$ cat src/verilog/upr_pkg.sv
// Shared constants and carrier types of the USB transceiver register block
package upr_pkg;

  // Register offsets (byte addresses on the peripheral port)
  localparam logic [7:0] OFS_IM_RESET    = 8'h00;
  localparam logic [7:0] OFS_OTG_CTRL    = 8'h10;
  localparam logic [7:0] OFS_OTG_FLAGS   = 8'h14;
  localparam logic [7:0] OFS_SERIAL_CTRL = 8'h18;
  localparam logic [7:0] OFS_EVENT_FLAGS = 8'h1c;
  localparam logic [7:0] OFS_HOLD_SEL    = 8'h20;
  localparam logic [7:0] OFS_XCVR_CTRL   = 8'h40;

  // Field positions
  localparam int OTG_W         = 5;
  localparam int OTGF_W        = 6;
  localparam int SER_RX_LSB    = 4;
  localparam int SER_W         = 7;
  localparam int EVT_W         = 7;
  localparam int EV_TOKEN      = 6;
  localparam int EV_SE0        = 5;
  localparam int EV_K          = 4;
  localparam int EV_J          = 3;
  localparam int EV_CRC16      = 2;
  localparam int EV_RXACT      = 1;
  localparam int EV_RXERR      = 0;
  localparam int XC_PD_DIS     = 18;
  localparam int XC_WAKE_RESET = 13;
  localparam int XC_WAKE_K     = 12;
  localparam int XC_FILT_HI    = 11;
  localparam int XC_FILT_LO    = 8;
  localparam int XC_SUSP_EN    = 7;
  localparam int XC_CONF_HI    = 6;
  localparam int XC_CONF_LO    = 4;

  // Reset values
  localparam logic [4:0]  OTG_CTRL_RST = 5'h00;
  localparam logic [3:0]  SER_CTRL_RST = 4'h2;
  localparam logic [6:0]  HOLD_RST     = 7'h00;
  localparam logic [31:0] XCVR_RST     = 32'h0000_0000;

  // Line state encodings
  localparam logic [1:0] LS_SE0 = 2'h0;
  localparam logic [1:0] LS_J   = 2'h1;
  localparam logic [1:0] LS_K   = 2'h2;

  // Line state filter counter width
  localparam int FILT_CNT_W = 16;

  typedef struct packed {
    logic        write;
    logic        read;
    logic [7:0]  addr;
    logic [31:0] data;
  } upr_req_type;

  typedef struct packed {
    logic        ack;
    logic        ok;
    logic [31:0] data;
  } upr_rsp_type;

  // Transceiver status levels: otg flags, rx levels, rx active/error
  typedef struct packed {
    logic [5:0] otg;
    logic [2:0] rxLevels;
    logic [1:0] lineState;
    logic       rxActive;
    logic       rxError;
  } upr_xcvr_in_type;

  typedef struct packed {
    logic       vbusChargeRequest;
    logic       vbusDischargeRequest;
    logic       dminusPulldownEnable;
    logic       dplusPulldownEnable;
    logic       idPinPullupEnable;
    logic       serialTxSingleEndedZero;
    logic       serialTxLevel;
    logic       serialTxEnableN;
    logic       fsLsSerialSelect;
    logic [2:0] transceiverConfigPins;
    logic       padPulldownDisable;
  } upr_xcvr_out_type;

endpackage

$ cat src/verilog/upr_usb_phy_regs.sv
// Configuration and status registers of the USB interface manager
// How it works
// - Otg bits 4,3 charge/discharge VBUS, reset 0
// - Otg bits 2,1 enable D-minus/D-plus pulldowns
// - Otg bit 0 enables ID line pullup
// - Otg flags mirror live transceiver session status
// - Serial bits 6:4 report receive line levels
// - Serial bit 3 forces SE0, bit 2 data
// - Serial bit 1 active-low transmit enable, resets 1
// - Serial bit 0 selects serial FS/LS mode
// - Event flags clear on packet start unless held
// - Event bit 6 on valid token to us
// - Event bits 5,4,3 on SE0, K, J
// - Event bit 2 on data CRC16 failure
// - Event bits 1,0 follow rx active/error unless held
// - Held flags clear only by writing one or by a manager reset
// - Transceiver bit 18 disables pad pulldowns
// - Bit 13 flags wake by bus reset
// - Bit 12 flags wake by resume K
// - Bits 11:8 log2 line state filter length
// - Bit 7 hands resume to hardware suspend logic
// - Bits 6:4 drive transceiver config pins
// - Any write at offset 0 resets manager state
`timescale 1ns/10ps
module upr_usb_phy_regs (
  input  wire logic                      ref_clk,
  input  wire logic                      rst,
  input  wire upr_pkg::upr_req_type      regReq,
  output upr_pkg::upr_rsp_type           regRsp,
  input  wire upr_pkg::upr_xcvr_in_type  xcvrIn,
  input  wire logic                      packetStart,
  input  wire logic                      tokenGood,
  input  wire logic [6:0]                tokenAddr,
  input  wire logic [6:0]                deviceAddr,
  input  wire logic                      crc16Fail,
  input  wire logic                      suspended,
  output upr_pkg::upr_xcvr_out_type      xcvrOut,
  output logic [1:0]                     filteredLineState,
  output logic                           managerReset
);

  upr_pkg::upr_xcvr_in_type syncA_q;
  upr_pkg::upr_xcvr_in_type syncB_q;
  logic [4:0]  otgCtrl_q;
  logic [3:0]  serCtrl_q;
  logic [6:0]  evtFlags_q;
  logic [6:0]  holdSel_q;
  logic [3:0]  filtLog_q;
  logic        suspEn_q;
  logic        wakeReset_q;
  logic        wakeK_q;
  logic [1:0]  lsPrev_q;
  logic [upr_pkg::FILT_CNT_W-1:0] stableCnt_q;
  logic [upr_pkg::FILT_CNT_W-1:0] filtTarget;
  logic        wrAcc;
  logic        rdAcc;
  logic        hit;
  logic        softRst;
  logic [6:0]  evtSet;
  logic [6:0]  evtClr;
  logic        filtUpdate;
  logic [31:0] rdData;

  function automatic logic isWr(input upr_pkg::upr_req_type r,
                                input logic [7:0] ofs);
    return r.write && r.addr == ofs;
  endfunction

  // Decode: the reset register is write-only, otg flags read-only
  always_comb begin
    hit = 1'b1;
    rdData = 32'h0000_0000;
    case (regReq.addr)
      upr_pkg::OFS_IM_RESET:    hit = regReq.write;
      upr_pkg::OFS_OTG_CTRL:    rdData = {27'h0, otgCtrl_q};
      upr_pkg::OFS_OTG_FLAGS: begin
        hit = regReq.read;
        rdData = {26'h0, syncB_q.otg};
      end
      upr_pkg::OFS_SERIAL_CTRL:
        rdData = {25'h0, syncB_q.rxLevels, serCtrl_q};
      upr_pkg::OFS_EVENT_FLAGS: rdData = {25'h0, evtFlags_q};
      upr_pkg::OFS_HOLD_SEL:    rdData = {25'h0, holdSel_q};
      upr_pkg::OFS_XCVR_CTRL: begin
        rdData = 32'h0000_0000;
        rdData[upr_pkg::XC_PD_DIS] = xcvrOut.padPulldownDisable;
        rdData[upr_pkg::XC_WAKE_RESET] = wakeReset_q;
        rdData[upr_pkg::XC_WAKE_K] = wakeK_q;
        rdData[upr_pkg::XC_FILT_HI:upr_pkg::XC_FILT_LO] = filtLog_q;
        rdData[upr_pkg::XC_SUSP_EN] = suspEn_q;
        rdData[upr_pkg::XC_CONF_HI:upr_pkg::XC_CONF_LO] =
          xcvrOut.transceiverConfigPins;
      end
      default: hit = 1'b0;
    endcase
  end

  assign wrAcc = regReq.write && hit;
  assign rdAcc = regReq.read && !regReq.write && hit;
  assign softRst = isWr(regReq, upr_pkg::OFS_IM_RESET);

  // One-cycle answer; unmapped or wrong-direction accesses fail
  always_ff @(posedge ref_clk or posedge rst) begin
    if (rst) begin
      regRsp <= '0;
    end else begin
      regRsp.ack <= regReq.write || regReq.read;
      regRsp.ok <= wrAcc || rdAcc;
      regRsp.data <= rdAcc ? rdData : 32'h0000_0000;
    end
  end

  always_ff @(posedge ref_clk or posedge rst) begin
    if (rst) begin
      managerReset <= 1'b0;
    end else begin
      managerReset <= softRst;
    end
  end

  // Two-stage synchroniser on every transceiver status level
  always_ff @(posedge ref_clk or posedge rst) begin
    if (rst) begin
      syncA_q <= '0;
      syncB_q <= '0;
    end else begin
      syncA_q <= xcvrIn;
      syncB_q <= syncA_q;
    end
  end

  // Transceiver-facing controls survive a manager reset on purpose
  always_ff @(posedge ref_clk or posedge rst) begin
    if (rst) begin
      otgCtrl_q <= upr_pkg::OTG_CTRL_RST;
      serCtrl_q <= upr_pkg::SER_CTRL_RST;
    end else begin
      if (isWr(regReq, upr_pkg::OFS_OTG_CTRL)) begin
        otgCtrl_q <= regReq.data[upr_pkg::OTG_W-1:0];
      end
      if (isWr(regReq, upr_pkg::OFS_SERIAL_CTRL)) begin
        serCtrl_q <= regReq.data[3:0];
      end
    end
  end

  always_ff @(posedge ref_clk or posedge rst) begin
    if (rst) begin
      xcvrOut <= '0;
      xcvrOut.serialTxEnableN <= 1'b1;
    end else begin
      xcvrOut.vbusChargeRequest <= otgCtrl_q[4];
      xcvrOut.vbusDischargeRequest <= otgCtrl_q[3];
      xcvrOut.dminusPulldownEnable <= otgCtrl_q[2];
      xcvrOut.dplusPulldownEnable <= otgCtrl_q[1];
      xcvrOut.idPinPullupEnable <= otgCtrl_q[0];
      xcvrOut.serialTxSingleEndedZero <= serCtrl_q[3];
      xcvrOut.serialTxLevel <= serCtrl_q[2];
      xcvrOut.serialTxEnableN <= serCtrl_q[1];
      xcvrOut.fsLsSerialSelect <= serCtrl_q[0];
      if (isWr(regReq, upr_pkg::OFS_XCVR_CTRL)) begin
        xcvrOut.padPulldownDisable <=
          regReq.data[upr_pkg::XC_PD_DIS];
        xcvrOut.transceiverConfigPins <=
          regReq.data[upr_pkg::XC_CONF_HI:upr_pkg::XC_CONF_LO];
      end
    end
  end

  // Line state filter: a new level must hold 2**N samples
  assign filtTarget = upr_pkg::FILT_CNT_W'(1) << filtLog_q;
  assign filtUpdate = syncB_q.lineState == lsPrev_q &&
                      stableCnt_q >= filtTarget &&
                      filteredLineState != lsPrev_q;

  always_ff @(posedge ref_clk or posedge rst) begin
    if (rst) begin
      lsPrev_q <= upr_pkg::LS_J;
      stableCnt_q <= '0;
      filteredLineState <= upr_pkg::LS_J;
    end else if (softRst) begin
      lsPrev_q <= syncB_q.lineState;
      stableCnt_q <= upr_pkg::FILT_CNT_W'(1);
      filteredLineState <= upr_pkg::LS_J;
    end else begin
      lsPrev_q <= syncB_q.lineState;
      if (syncB_q.lineState != lsPrev_q) begin
        stableCnt_q <= upr_pkg::FILT_CNT_W'(1);
      end else if (stableCnt_q != '1) begin
        stableCnt_q <= stableCnt_q + upr_pkg::FILT_CNT_W'(1);
      end
      if (filtUpdate) begin
        filteredLineState <= lsPrev_q;
      end
    end
  end

  always_ff @(posedge ref_clk or posedge rst) begin
    if (rst) begin
      filtLog_q <= upr_pkg::XCVR_RST[upr_pkg::XC_FILT_HI:upr_pkg::XC_FILT_LO];
      suspEn_q <= 1'b0;
    end else if (isWr(regReq, upr_pkg::OFS_XCVR_CTRL)) begin
      filtLog_q <= regReq.data[upr_pkg::XC_FILT_HI:upr_pkg::XC_FILT_LO];
      suspEn_q <= regReq.data[upr_pkg::XC_SUSP_EN];
    end
  end

  // Wake cause: only when the hardware suspend logic owns resume
  always_ff @(posedge ref_clk or posedge rst) begin
    if (rst) begin
      wakeReset_q <= 1'b0;
      wakeK_q <= 1'b0;
    end else if (softRst) begin
      wakeReset_q <= 1'b0;
      wakeK_q <= 1'b0;
    end else begin
      if (suspEn_q && suspended && filtUpdate &&
          lsPrev_q == upr_pkg::LS_SE0) begin
        wakeReset_q <= 1'b1;
      end else if (isWr(regReq, upr_pkg::OFS_XCVR_CTRL) &&
                   !regReq.data[upr_pkg::XC_WAKE_RESET]) begin
        wakeReset_q <= 1'b0;
      end
      if (suspEn_q && suspended && filtUpdate &&
          lsPrev_q == upr_pkg::LS_K) begin
        wakeK_q <= 1'b1;
      end else if (isWr(regReq, upr_pkg::OFS_XCVR_CTRL) &&
                   !regReq.data[upr_pkg::XC_WAKE_K]) begin
        wakeK_q <= 1'b0;
      end
    end
  end

  always_ff @(posedge ref_clk or posedge rst) begin
    if (rst) begin
      holdSel_q <= upr_pkg::HOLD_RST;
    end else if (isWr(regReq, upr_pkg::OFS_HOLD_SEL)) begin
      holdSel_q <= regReq.data[upr_pkg::EVT_W-1:0];
    end
  end

  always_comb begin
    evtSet = '0;
    evtSet[upr_pkg::EV_TOKEN] = tokenGood && tokenAddr == deviceAddr;
    evtSet[upr_pkg::EV_SE0] = filteredLineState == upr_pkg::LS_SE0;
    evtSet[upr_pkg::EV_K] = filteredLineState == upr_pkg::LS_K;
    evtSet[upr_pkg::EV_J] = filteredLineState == upr_pkg::LS_J;
    evtSet[upr_pkg::EV_CRC16] = crc16Fail;
    evtSet[upr_pkg::EV_RXACT] = syncB_q.rxActive;
    evtSet[upr_pkg::EV_RXERR] = syncB_q.rxError;
    evtClr = isWr(regReq, upr_pkg::OFS_EVENT_FLAGS) ?
             regReq.data[upr_pkg::EVT_W-1:0] : 7'h00;
  end

  // A set wins over a write-one or packet-start clear in the same cycle; a manager reset wins over a set
  always_ff @(posedge ref_clk or posedge rst) begin
    if (rst) begin
      evtFlags_q <= '0;
    end else if (softRst) begin
      evtFlags_q <= '0;
    end else begin
      for (int i = 0; i < upr_pkg::EVT_W; i++) begin
        if (evtSet[i]) begin
          evtFlags_q[i] <= 1'b1;
        end else if (i <= upr_pkg::EV_RXACT && !holdSel_q[i]) begin
          evtFlags_q[i] <= 1'b0;
        end else if (evtClr[i]) begin
          evtFlags_q[i] <= 1'b0;
        end else if (packetStart && !holdSel_q[i]) begin
          evtFlags_q[i] <= 1'b0;
        end
      end
    end
  end
endmodule

$ cat config.mk
export PLATFORM = sky130hd
export DESIGN_NAME = upr_usb_phy_regs
export DESIGN_NICKNAME = d
export VERILOG_FILES = /design/src/verilog/upr_pkg.sv /design/src/verilog/upr_usb_phy_regs.sv
export SDC_FILE = /design/constraint.sdc
export NUM_CORES = 1
export LEC_CHECK = 0
export BUFFER_PORTS_ARGS = -buffer_cell sky130_fd_sc_hd__clkbuf_2
export CELL_PAD_IN_SITES_DETAIL_PLACEMENT = 1
export CELL_PAD_IN_SITES_GLOBAL_PLACEMENT = 1
export CORE_MARGIN = 2
export CORE_UTILIZATION = 34
export CTS_CLUSTER_SIZE = 8
export DETAILED_ROUTE_END_ITERATION = 10
export PLACE_DENSITY = 0.65
export SLEW_MARGIN = 10
export SYNTH_ARGS = -nofsm -noshare
export SYNTH_HDL_FRONTEND = slang
export SYNTH_SLANG_ARGS = --single-unit
$ cat constraint.sdc
create_clock -name ref_clk -period 3.4 [get_ports ref_clk]
set_input_delay 0 -clock ref_clk [delete_from_list [all_inputs] [get_ports ref_clk]]
set_output_delay 0 -clock ref_clk [all_outputs]
set_load 0.02 [all_outputs]
## After elaboration in Yosys (flattened, before gate mapping)

Cells that the tools add are included.

| storage, ports and cells | value |
|---|---|
| flip-flop bits (word level) | 124 |
| output and inout port bits | 50 |
| word-level logic and storage cells | 150 |

| operators by class | value |
|---|---|
| $add $sub $neg | 1 |
| magnitude comparators | 1 |
| eq/ne operators | 16 |
| shifts and indexed selects | 1 |
| multiplexer cells | 39 |
| reduce and logical (&&, ||, !) cells | 50 |

Operator list:

| operator | count |
|---|---|
| one-hot mux 19 bit (6 select lines) | 1 |
| 2-to-1 mux 16 bit | 3 |
| equality test 8 x 5 -> 1 bit (second input constant) | 4 |
| 2-to-1 mux 32 bit | 1 |
| 2-to-1 mux 1 bit | 29 |
| logical AND 1 bit | 25 |
| nonzero test 4 bit | 5 |
| adder 16 x 1 -> 16 bit (second input constant) | 1 |
| greater-or-equal comparator 16 bit | 1 |
| != test 16 bit (second input constant) | 1 |
| left shift 1 x 4 -> 16 bit (first input constant) | 1 |
| 2-to-1 mux 7 bit | 2 |
| logical NOT 1 bit | 10 |
| != test 5 x 2 -> 1 bit (second input constant) | 2 |
| nonzero test 3 bit | 3 |
| equality test 8 x 6 -> 1 bit (second input constant) | 1 |
| equality test 8 x 7 -> 1 bit (second input constant) | 1 |
| logical NOT 8 bit | 1 |
| equality test 7 bit | 1 |
| OR reduction 5 bit | 1 |
| equality test 2 bit (second input constant) | 2 |
| logical NOT 2 bit | 2 |
| 2-to-1 mux 2 bit | 2 |
| != test 2 bit | 2 |
| 5 further kinds | 6 |

## Logic depth before layout (Yosys ltp)

Gate-level depths: netlist of run 1.

| depth | value |
|---|---|
| depth in word-level cells | 8 |
| depth in mapped cells | 10 |
| depth with buffers taken out | 9 |

## Worst setup path before layout of run 1

OpenSTA, ideal clock, no wires.

| path | value |
|---|---|
| kind | register to register |
| start | register filtLog_q[1] |
| end | register wakeK_q |
| arrival time | 2.258 ns |
| data required time | 3.278 ns |
| slack | 1.021 ns |
| stages on the path, launching flop included | 11 |
| path through | dfrtp_1 -> clkbuf_1 -> nor2b_1 -> nand2_1 -> ha_1 -> and3_1 -> o21ai_0 -> a31o_2 -> a2111oi_4 -> or2_2 -> a32o_1 |

| on the way | value |
|---|---|
| cells in the longest elaborated chain, start to end | 8 |
| elaborated cells between the ends (all ways) | 9 |

Ends and longest elaborated chain:

| element | RTL line | text |
|---|---|---|
| start, declared | upr_usb_phy_regs.sv:48 | `logic [3:0] filtLog_q;` |
| start signal, assigned | upr_usb_phy_regs.sv:200 | `filtLog_q <= upr_pkg::XCVR_RST[upr_pkg::XC_FILT_HI:upr_pkg::XC_FILT_LO];` |
| start signal, assigned | upr_usb_phy_regs.sv:203 | `filtLog_q <= regReq.data[upr_pkg::XC_FILT_HI:upr_pkg::XC_FILT_LO];` |
| left shift 1 x 4 -> 16 bit (*) | upr_usb_phy_regs.sv:171 | `assign filtTarget = upr_pkg::FILT_CNT_W'(1) << filtLog_q;` |
| greater-or-equal comparator 16 bit (*) | upr_usb_phy_regs.sv:173 | `stableCnt_q >= filtTarget &&` |
| logical AND 1 bit (*) | upr_usb_phy_regs.sv:172 | `assign filtUpdate = syncB_q.lineState == lsPrev_q &&` |
| logical AND 1 bit (*) | upr_usb_phy_regs.sv:173 |  |
| logical AND 1 bit (*) (2 in series) | upr_usb_phy_regs.sv:224 | `if (suspEn_q && suspended && filtUpdate &&` |
| 2-to-1 mux 1 bit | upr_usb_phy_regs.sv:224 |  |
| 2-to-1 mux 1 bit | upr_usb_phy_regs.sv:213 | `end else if (softRst) begin` |
| end signal, assigned | upr_usb_phy_regs.sv:212 | `wakeK_q <= 1'b0;` |
| end signal, assigned | upr_usb_phy_regs.sv:215 | `wakeK_q <= 1'b0;` |
| end signal, assigned | upr_usb_phy_regs.sv:226 | `wakeK_q <= 1'b1;` |
| end, declared | upr_usb_phy_regs.sv:51 | `logic wakeK_q;` |

Every way passes the cells marked *; elsewhere a longest branch is shown, timed or not.
A chain may end at the register's enable or synchronous reset.

## Final worst setup path of run 1

Ends and elaborated chain as after synthesis.

==> results of run 1 <==
==> registers in the layout (all words and copies together), names as in the netlist <==
signal,count
xcvrOut,13
holdSel_q,7
serCtrl_q,4
stableCnt_q,16
filtLog_q,4
otgCtrl_q,5
wakeK_q,1
syncB_q,11
regRsp,17
filteredLineState,2
syncA_q,13
suspEn_q,1
evtFlags_q,7
lsPrev_q,2
managerReset,1
wakeReset_q,1
evtSet,2
==> through the flow <==
stage	area (µm²)	power, W	worst slack (ns)	hold slack (ns)	util
after floorplan	4980	0.00165	0.589	0.0314	-
final	6110	0.00290	0.776	0.0586	0.437
after global placement	5470	0.00176	0.867	0.0970	0.391
after global routing	6110	0.00304	0.613	0.0601	0.437
after detailed placement	5470	0.00177	0.784	0.110	0.391
after CTS	6110	0.00294	0.783	0.0411	0.437
==> kinds of logic (layout without fill, tap and decap cells) <==
kind of cell | count (synthesis) | after routing | share of synthesized area
fa+ha+maj | 17 | 17 | 0.0432
xor+xnor | 22 | 22 | 0.0391
compound gates | 60 | 60 | 0.0813
flops | 107 | 107 | 0.545
simple gates | 145 | 145 | 0.163
other cells | 1 | 17 | 0.000762
buf+inv | 37 | 147 | 0.0491
mux | 33 | 33 | 0.0788
==> per-layer routing <==
metal	vias to the layer above	track usage	part of all wire
met5	-	0	0
li1	1698	-	-
met4	0	0.0615	0.016
met2	95	0.256	0.46
met1	1790	0.226	0.47
met3	11	0.0447	0.053
==> final timing paths <==
kind,startpoint,endpoint,slack (ns)
worst max-delay path,filtLog_q[1],wakeK_q,0.78
worst min-delay path,regReq[41],regRsp[33],0.06
worst max register to register,filtLog_q[1],wakeK_q,0.78
worst min register to register,syncA_q[7],syncB_q[7],0.35
max in group asynchronous,rst,lsPrev_q[0],2.22
min in group asynchronous,rst,regRsp[32],0.27
==> area by class of cell <==
type / count / area [µm²]
Sequential cell: 107 / 2680
Clock inverter: 4 / 77.6
Fill cell: 1548 / 7880
Multi-Input combinational cell: 294 / 2060
Tap cell: 180 / 225
Inverter: 7 / 41.3
Timing Repair Buffer: 124 / 786
Clock buffer: 12 / 236
==> worst max-delay path: cells and delay by family, from the launching register on <==
family	cells	cell delay, ns
flip-flops	1	0.50
AND/OR/NAND/NOR	4	0.99
adder cells (fa/ha/maj)	1	0.29
AO/OA/AOI/OAI	4	0.73
==> power by group <==
group	internal [W]	switching, W	leakage (nW)
clock network	0.000651	0.000473	0.151
registers	0.00135	0.0000631	1.39
logic	0.000154	0.000208	1.36
total	0.00216	0.000744	2.90
==> cells in the mapped netlist (5+ instances only) <==
cell	n	area share
sky130_fd_sc_hd__nand4_1	6	0.0076
sky130_fd_sc_hd__xnor2_1	5	0.0089
sky130_fd_sc_hd__buf_4	19	0.029
sky130_fd_sc_hd__nor2b_1	8	0.010
sky130_fd_sc_hd__nand3_1	21	0.021
sky130_fd_sc_hd__a21oi_1	17	0.017
sky130_fd_sc_hd__nand2_1	25	0.019
sky130_fd_sc_hd__and3_1	10	0.013
sky130_fd_sc_hd__and2_1	9	0.011
sky130_fd_sc_hd__clkbuf_1	6	0.0046
sky130_fd_sc_hd__inv_1	6	0.0046
sky130_fd_sc_hd__a31oi_1	5	0.0064
sky130_fd_sc_hd__mux2_2	22	0.050
sky130_fd_sc_hd__ha_1	17	0.043
sky130_fd_sc_hd__mux2i_1	5	0.010
sky130_fd_sc_hd__o21ai_0	13	0.013
sky130_fd_sc_hd__nor3_1	5	0.0051
sky130_fd_sc_hd__nor2_1	38	0.029
sky130_fd_sc_hd__xor2_1	17	0.030
sky130_fd_sc_hd__dfrtp_1	103	0.52
==> implementation parameters, run 1 <==
Parameter                              Value

Clock network
  CTS HTree Levels ... 3
  CTS Buf Count ... 9
  Cell at the root of the clock tree ... sky130_fd_sc_hd__clkbuf_16
  Number of buffers between clock root and the deepest sink ... 2
  Cts hold-fix bufs ... 32
  Post-cts sizing count ... 0
  TritonCTS clock tree ... done
  Worst-Skew Late Latency ... ~0.36 ns
  Total number of clock tree sinks ... 107
  Clock transition at the registers of the reported paths ... 0.07 ns
  Post CTS Setup Buffer Count ... 0

Setup path
  Arrival time worst endpoint ... 2.87 ns
  Worst setup SP type ... register
  CP Data Required Time ... approximately 3.6 ns
  Critical Path End Type ... register
  Critical path, cell by cell ... nor2b_1, nand2_1, ha_1, and3_1, o21ai_0, a31o_2, a2111oi_4, or2_2, a32o_1
  Largest fanout of any net on the critical path ... 10
  Largest incremental delay on the critical path ... around 0.5 ns
  Startpoint-to-endpoint class of the critical path ... reg2reg
  Worst R2R Path Depth ... 9
  Crit path max-delay cell type ... sky130_fd_sc_hd__dfrtp_1

Floorplan
  Effective utilization at floorplan ... 0.352
  Die height ... between 100 and 150 µm
  Site Rows ... 43
  Number of top-level pins ... about 130
  Area of the core ... 14000 µm²
  Full die area ... 15500 µm²
  Die outline width ... 124 µm

Flow run
  Max Cap Viol ... 0

Global routing
  Overall fraction of global-route tracks in use ... 0.166
  First-pass GRT wire length ... about 20000 µm
  Vias in the first global route ... about 3800
  Pin count of the biggest net entering global routing ... 48
  GRT Residual Overflow ... 0
  Initial antenna violation count ... 0

Synth
  Area of the mapped netlist ... 4920 µm²
  Part of the Yosys area used for sequential elements ... 0.545
  Count of flip-flops with a built-in enable after synthesis ... 0
  Post-Syn Instances ... approximately 420
  Most used flip-flop cell after synthesis ... sky130_fd_sc_hd__dfrtp_1
  Synth async-reset ratio ... 1.00
  Flip-flop and latch count after synthesis ... about 110
  Mean Syn Cell Area ... 11.7 µm²
  Post-synth cell types ... 57
  Warning count from the yosys run ... 0

Route
  Post-DRT Antenna Nets ... 0
  Total detailed-routing wirelength ... between 10000 and 15000 µm
  Wire length per cell ... 16.8 µm
  DRC violations left ... 0
  First-pass iteration count of the detailed router ... 4
  Number of vias per cell after detailed routing ... just under 5
  Total vias in the final route ... about 3600
  Count of routing violations after the opening detailed-route iteration ... 173

Power and ir drop
  Power per unit of standard cell area ... 475 nW/µm²
  Leakage ... roughly 2.9 nW
  Worst IR drop on VDD ... ~0.28 mV

Cells and area
  Highest-count cells in the layout ignoring fill and taps ... sky130_fd_sc_hd__dfrtp_1, sky130_fd_sc_hd__clkbuf_2, sky130_fd_sc_hd__nor2_1, sky130_fd_sc_hd__dlygate4sd3_1, sky130_fd_sc_hd__nand2_1
  Antenna diode instance count ... 0
  Commonest non-fill, non-tap cell in the layout ... sky130_fd_sc_hd__dfrtp_1
  Fraction of final layout cells with drive strength greater than 1 ... 0.283
  Area growth syn-to-layout ... 24.1%
  Count of non-filler cells in the finished layout ... between 700 and 800
  Layout net count ... approximately 640

Min path
  Type of the worst min-delay path ... in2reg
  Number of stages on the worst hold path ... 2

Timing
  Slew at the pin with the worst max-slew slack ... approximately 0.61 ns
  Achievable clock frequency ... 381 MHz
  Post-route minimum period ... approximately 2.6 ns
  Rel. slew slack ... 0.588
  Setup total negative slack ... 0 ns
  Clock Skew ... slightly below 0.009 ns
  Hold Vio Cnt, Final ... 0
  Finish-stage setup viols ... 0
  Final max-slew violation count ... 0
  Period Utilization, post-route ... 0.772
  RSZ-0062 raised after global routing ... false

Placed design
  Placed cells ... 680
  Number of input and output port buffers inserted ... 90
  Global placement routability congestion ... between 0.7 and 0.8
  Estimated wirelength of the detail-placed design ... roughly 8800 µm

Status
  Run status ... complete, no violations
Note: power is estimated with default switching activity, not from simulation.
==> inputs of run 2 (changes only) <==
==> constraint.sdc (replaced) <==
create_clock -name ref_clk -period 2.7 [get_ports ref_clk]
set_input_delay 0 -clock ref_clk [delete_from_list [all_inputs] [get_ports ref_clk]]
set_output_delay 0 -clock ref_clk [all_outputs]
set_load 0.02 [all_outputs]
==> run 2 against run 1 <==
Net effect: clock-buffer cell count down 2; register-to-register slack got worse by 0.61 ns; clock power grew 13%; clock skew decreased by 0.0031 ns; critical path type unchanged; critical endpoint unchanged.
==> implementation parameters, run 2 (synthesis results as in run 1) <==
Parameter                              Value

Status
  Run status ... complete, no violations

Setup path
  Arrival time worst endpoint ... 2.76 ns (-0.11 ns)
  Worst Setup EP ... wakeK_q
  Startpoint-to-endpoint class of the critical path ... reg2reg
  Instance count on the critical path ... 9 (unchanged)
  R2r setup slk ... 0.16 ns (-0.61 ns)
  Reg-to-reg critical path startpoint ... filtLog_q[0]
  Crit path max-delay cell type ... sky130_fd_sc_hd__dfrtp_1
  Critical Path End Type ... register
  Largest fanout of any net on the critical path ... 10 (unchanged)
  Capture point of the worst reg-to-reg path ... wakeK_q
  CP Data Required Time ... 2.93 ns (-0.71 ns)
  Worst R2R Path Depth ... 9 (unchanged)
  Total buffers and inverters traversed by the critical path ... 0 (unchanged)
  Cell family with most CP delay ... simple AND/OR/NAND/NOR gates
  Worst setup SP type ... register
  Largest incremental delay on the critical path ... 0.51 ns (about the same)
  Beginning of the critical path ... filtLog_q[0]
  Critical path, cell by cell ... nor2b_1, nand2_1, ha_1, and3_1, o21ai_0, a31o_2, a2111oi_4, or2_2, a32o_1

Cells and area
  Register ranked first by flip-flop count ... regRsp
  Antenna diode instance count ... 0 (unchanged)
  Largest registers ... regRsp x17, stableCnt_q x16
  Area used by sequential logic in the layout ... 2680 µm² (about the same)
  Highest-count cells in the layout ignoring fill and taps ... sky130_fd_sc_hd__dfrtp_1, sky130_fd_sc_hd__clkbuf_2, sky130_fd_sc_hd__nor2_1, sky130_fd_sc_hd__dlygate4sd3_1, sky130_fd_sc_hd__nand2_1
  Area growth syn-to-layout ... 23.7%
  Commonest non-fill, non-tap cell in the layout ... sky130_fd_sc_hd__dfrtp_1
  Total of fill cells in the finished design ... 1536 (-0.78%)
  Fraction of final layout cells with drive strength greater than 1 ... 0.296 (+0.0128)
  Layout net count ... 635 (unchanged)
  Largest register FFs ... 17 (unchanged)
  Area occupied by multi-input gates ... 2060 µm² (+0.12%)

Clock network
  Cell at the root of the clock tree ... sky130_fd_sc_hd__clkbuf_16
  CTS Buf Count ... 9 (unchanged)
  Worst-Skew Late Latency ... 0.35 ns (about the same)
  Number of buffers between clock root and the deepest sink ... 2 (unchanged)
  Clock transition at the registers of the reported paths ... 0.07 ns (about the same)
  Post CTS Setup Buffer Count ... 0 (unchanged)
  Total number of clock tree sinks ... 107 (unchanged)
  CTS HTree Levels ... 3 (unchanged)
  TritonCTS clock tree ... done

Placed design
  Estimated wirelength of the detail-placed design ... 8800 µm (-0.55%)
  Worst slack at placement ... 0.191 ns (-0.593 ns)
  Global placement routability congestion ... 0.790 (+2.0%)
  Number of input and output port buffers inserted ... 90 (unchanged)

Global routing
  First-pass GRT wire length ... 19600 µm (-3.3%)
  Initial antenna violation count ... 0 (unchanged)
  Overall fraction of global-route tracks in use ... 0.158 (-0.00809)
  Pin count of the biggest net entering global routing ... 68 (+42%)
  GRT Residual Overflow ... 0 (unchanged)
  Vias in the first global route ... 3767 (-2.0%)

Route
  Total detailed-routing wirelength ... 12000 µm (-2.1%)
  Number of vias per cell after detailed routing ... 4.92 (-0.25%)
  DRC violations left ... 0 (unchanged)
  First-pass iteration count of the detailed router ... 4 (unchanged)
  Count of routing violations after the opening detailed-route iteration ... 200 (+16%)
  Post-DRT Antenna Nets ... 0 (unchanged)
  Wire length per cell ... 16.5 µm (-2.1%)
  Total vias in the final route ... 3585 (-0.25%)

Min path
  Origin of the worst min-delay path ... regReq[12]
  Type of the worst min-delay path ... in2reg

Timing
  Rel. slew slack ... 0.500 (-0.0875)
  Period Utilization, post-route ... 0.939 (+0.167)
  Slew at the pin with the worst max-slew slack ... 0.748 ns (+0.134 ns)
  Setup total negative slack ... 0 ns (unchanged)
  Post-route minimum period ... 2.54 ns (-0.0887 ns)
  Final Worst Setup Slack ... 0.165 ns (-0.611 ns)
  Final max-slew violation count ... 0 (unchanged)
  Clock Skew ... 0.00566 ns (-0.00305 ns)
  Achievable clock frequency ... 394 MHz (+3.5%)
  Finish-stage setup viols ... 0 (unchanged)
  RSZ-0062 raised after global routing ... false
  Hold Vio Cnt, Final ... 0 (unchanged)

Flow run
  Max Cap Viol ... 0 (unchanged)

Floorplan
  Full die area ... 15500 µm² (unchanged)
  Die outline width ... 124 µm (unchanged)
  Site Rows ... 43 (unchanged)
  Effective utilization at floorplan ... 0.352 (unchanged)
  Die height ... 124 µm (unchanged)
  Area of the core ... 14000 µm² (unchanged)
  Number of top-level pins ... 125 (unchanged)

Power and ir drop
  Power per unit of standard cell area ... 573 nW/µm² (+21%)
  Worst IR drop on VDD ... 0.320 mV (+14%)
  Leakage ... 2.89 nW (-0.33%)
[run 2: changes by cell type in the layout (fill, tap and decap cells not counted), moves of 2 or more]
cell | previous run | this run
sky130_fd_sc_hd__clkinvlp_4 | 0 | 2
sky130_fd_sc_hd__bufinv_16 | 2 | 0
sky130_fd_sc_hd__clkbuf_1 | 3 | 0
sky130_fd_sc_hd__dlygate4sd3_1 | 32 | 30
sky130_fd_sc_hd__clkinv_2 | 0 | 2
[run 2: per-stage QoR]
step                area (µm²)  hold slack [ns]  total power, W  instances  utilization
global route              6090           0.0354         0.00366        728        0.435
global placement          5500            0.109         0.00222        682        0.393
CTS                       6080         0.000714         0.00353        727        0.434
finish                    6090           0.0203         0.00349        728        0.435
floorplan                 4990           0.0314         0.00208        438            -
detailed placement        5500            0.111         0.00223        682        0.393
[run 2: worst min-delay path by stage]
stage,to,slack [ns],depth (start not counted)
2_1_floorplan,syncA_q[0],0.03,0
3_3_place_gp,syncA_q[10],0.11,1
3_5_place_dp,syncA_q[11],0.11,1
4_1_cts,xcvrOut[1],0.0007,2
5_1_grt,wakeK_q,0.04,3
6_report,wakeK_q,0.02,3
[run 2: power breakdown]
part / switching [W] / internal, W
clock network: 0.000599 / 0.000661
logic: 0.000254 / 0.000195
registers: 0.0000782 / 0.00170
[run 2: timing repair]
action,in CTS,in global routing
endpoints found under the hold margin,68,2
setup endpoints to repair,0,2
hold buffers,29,1
resized for setup,0,2
[run 2: layout make-up]
type                            instances  area share
Multi-Input combinational cell        294       0.338
Timing Repair Buffer                  124       0.130
Sequential cell                       107       0.441
Clock inverter                          6     0.00760
Inverter                                7     0.00698
Tap cell                              180      0.0370
Clock buffer                           10      0.0392
[run 2: layer usage]
layer,GRT usage,share of wire
met1,0.224,0.48
met4,0.0456,0.0076
met2,0.249,0.46
met5,0,0
met3,0.0292,0.051
[run 2: tightest hold or removal path: cells and delay by family]
kind | cells | cell delay, ns
compound gates | 2 | 0.24
buf+inv | 1 | 0.09
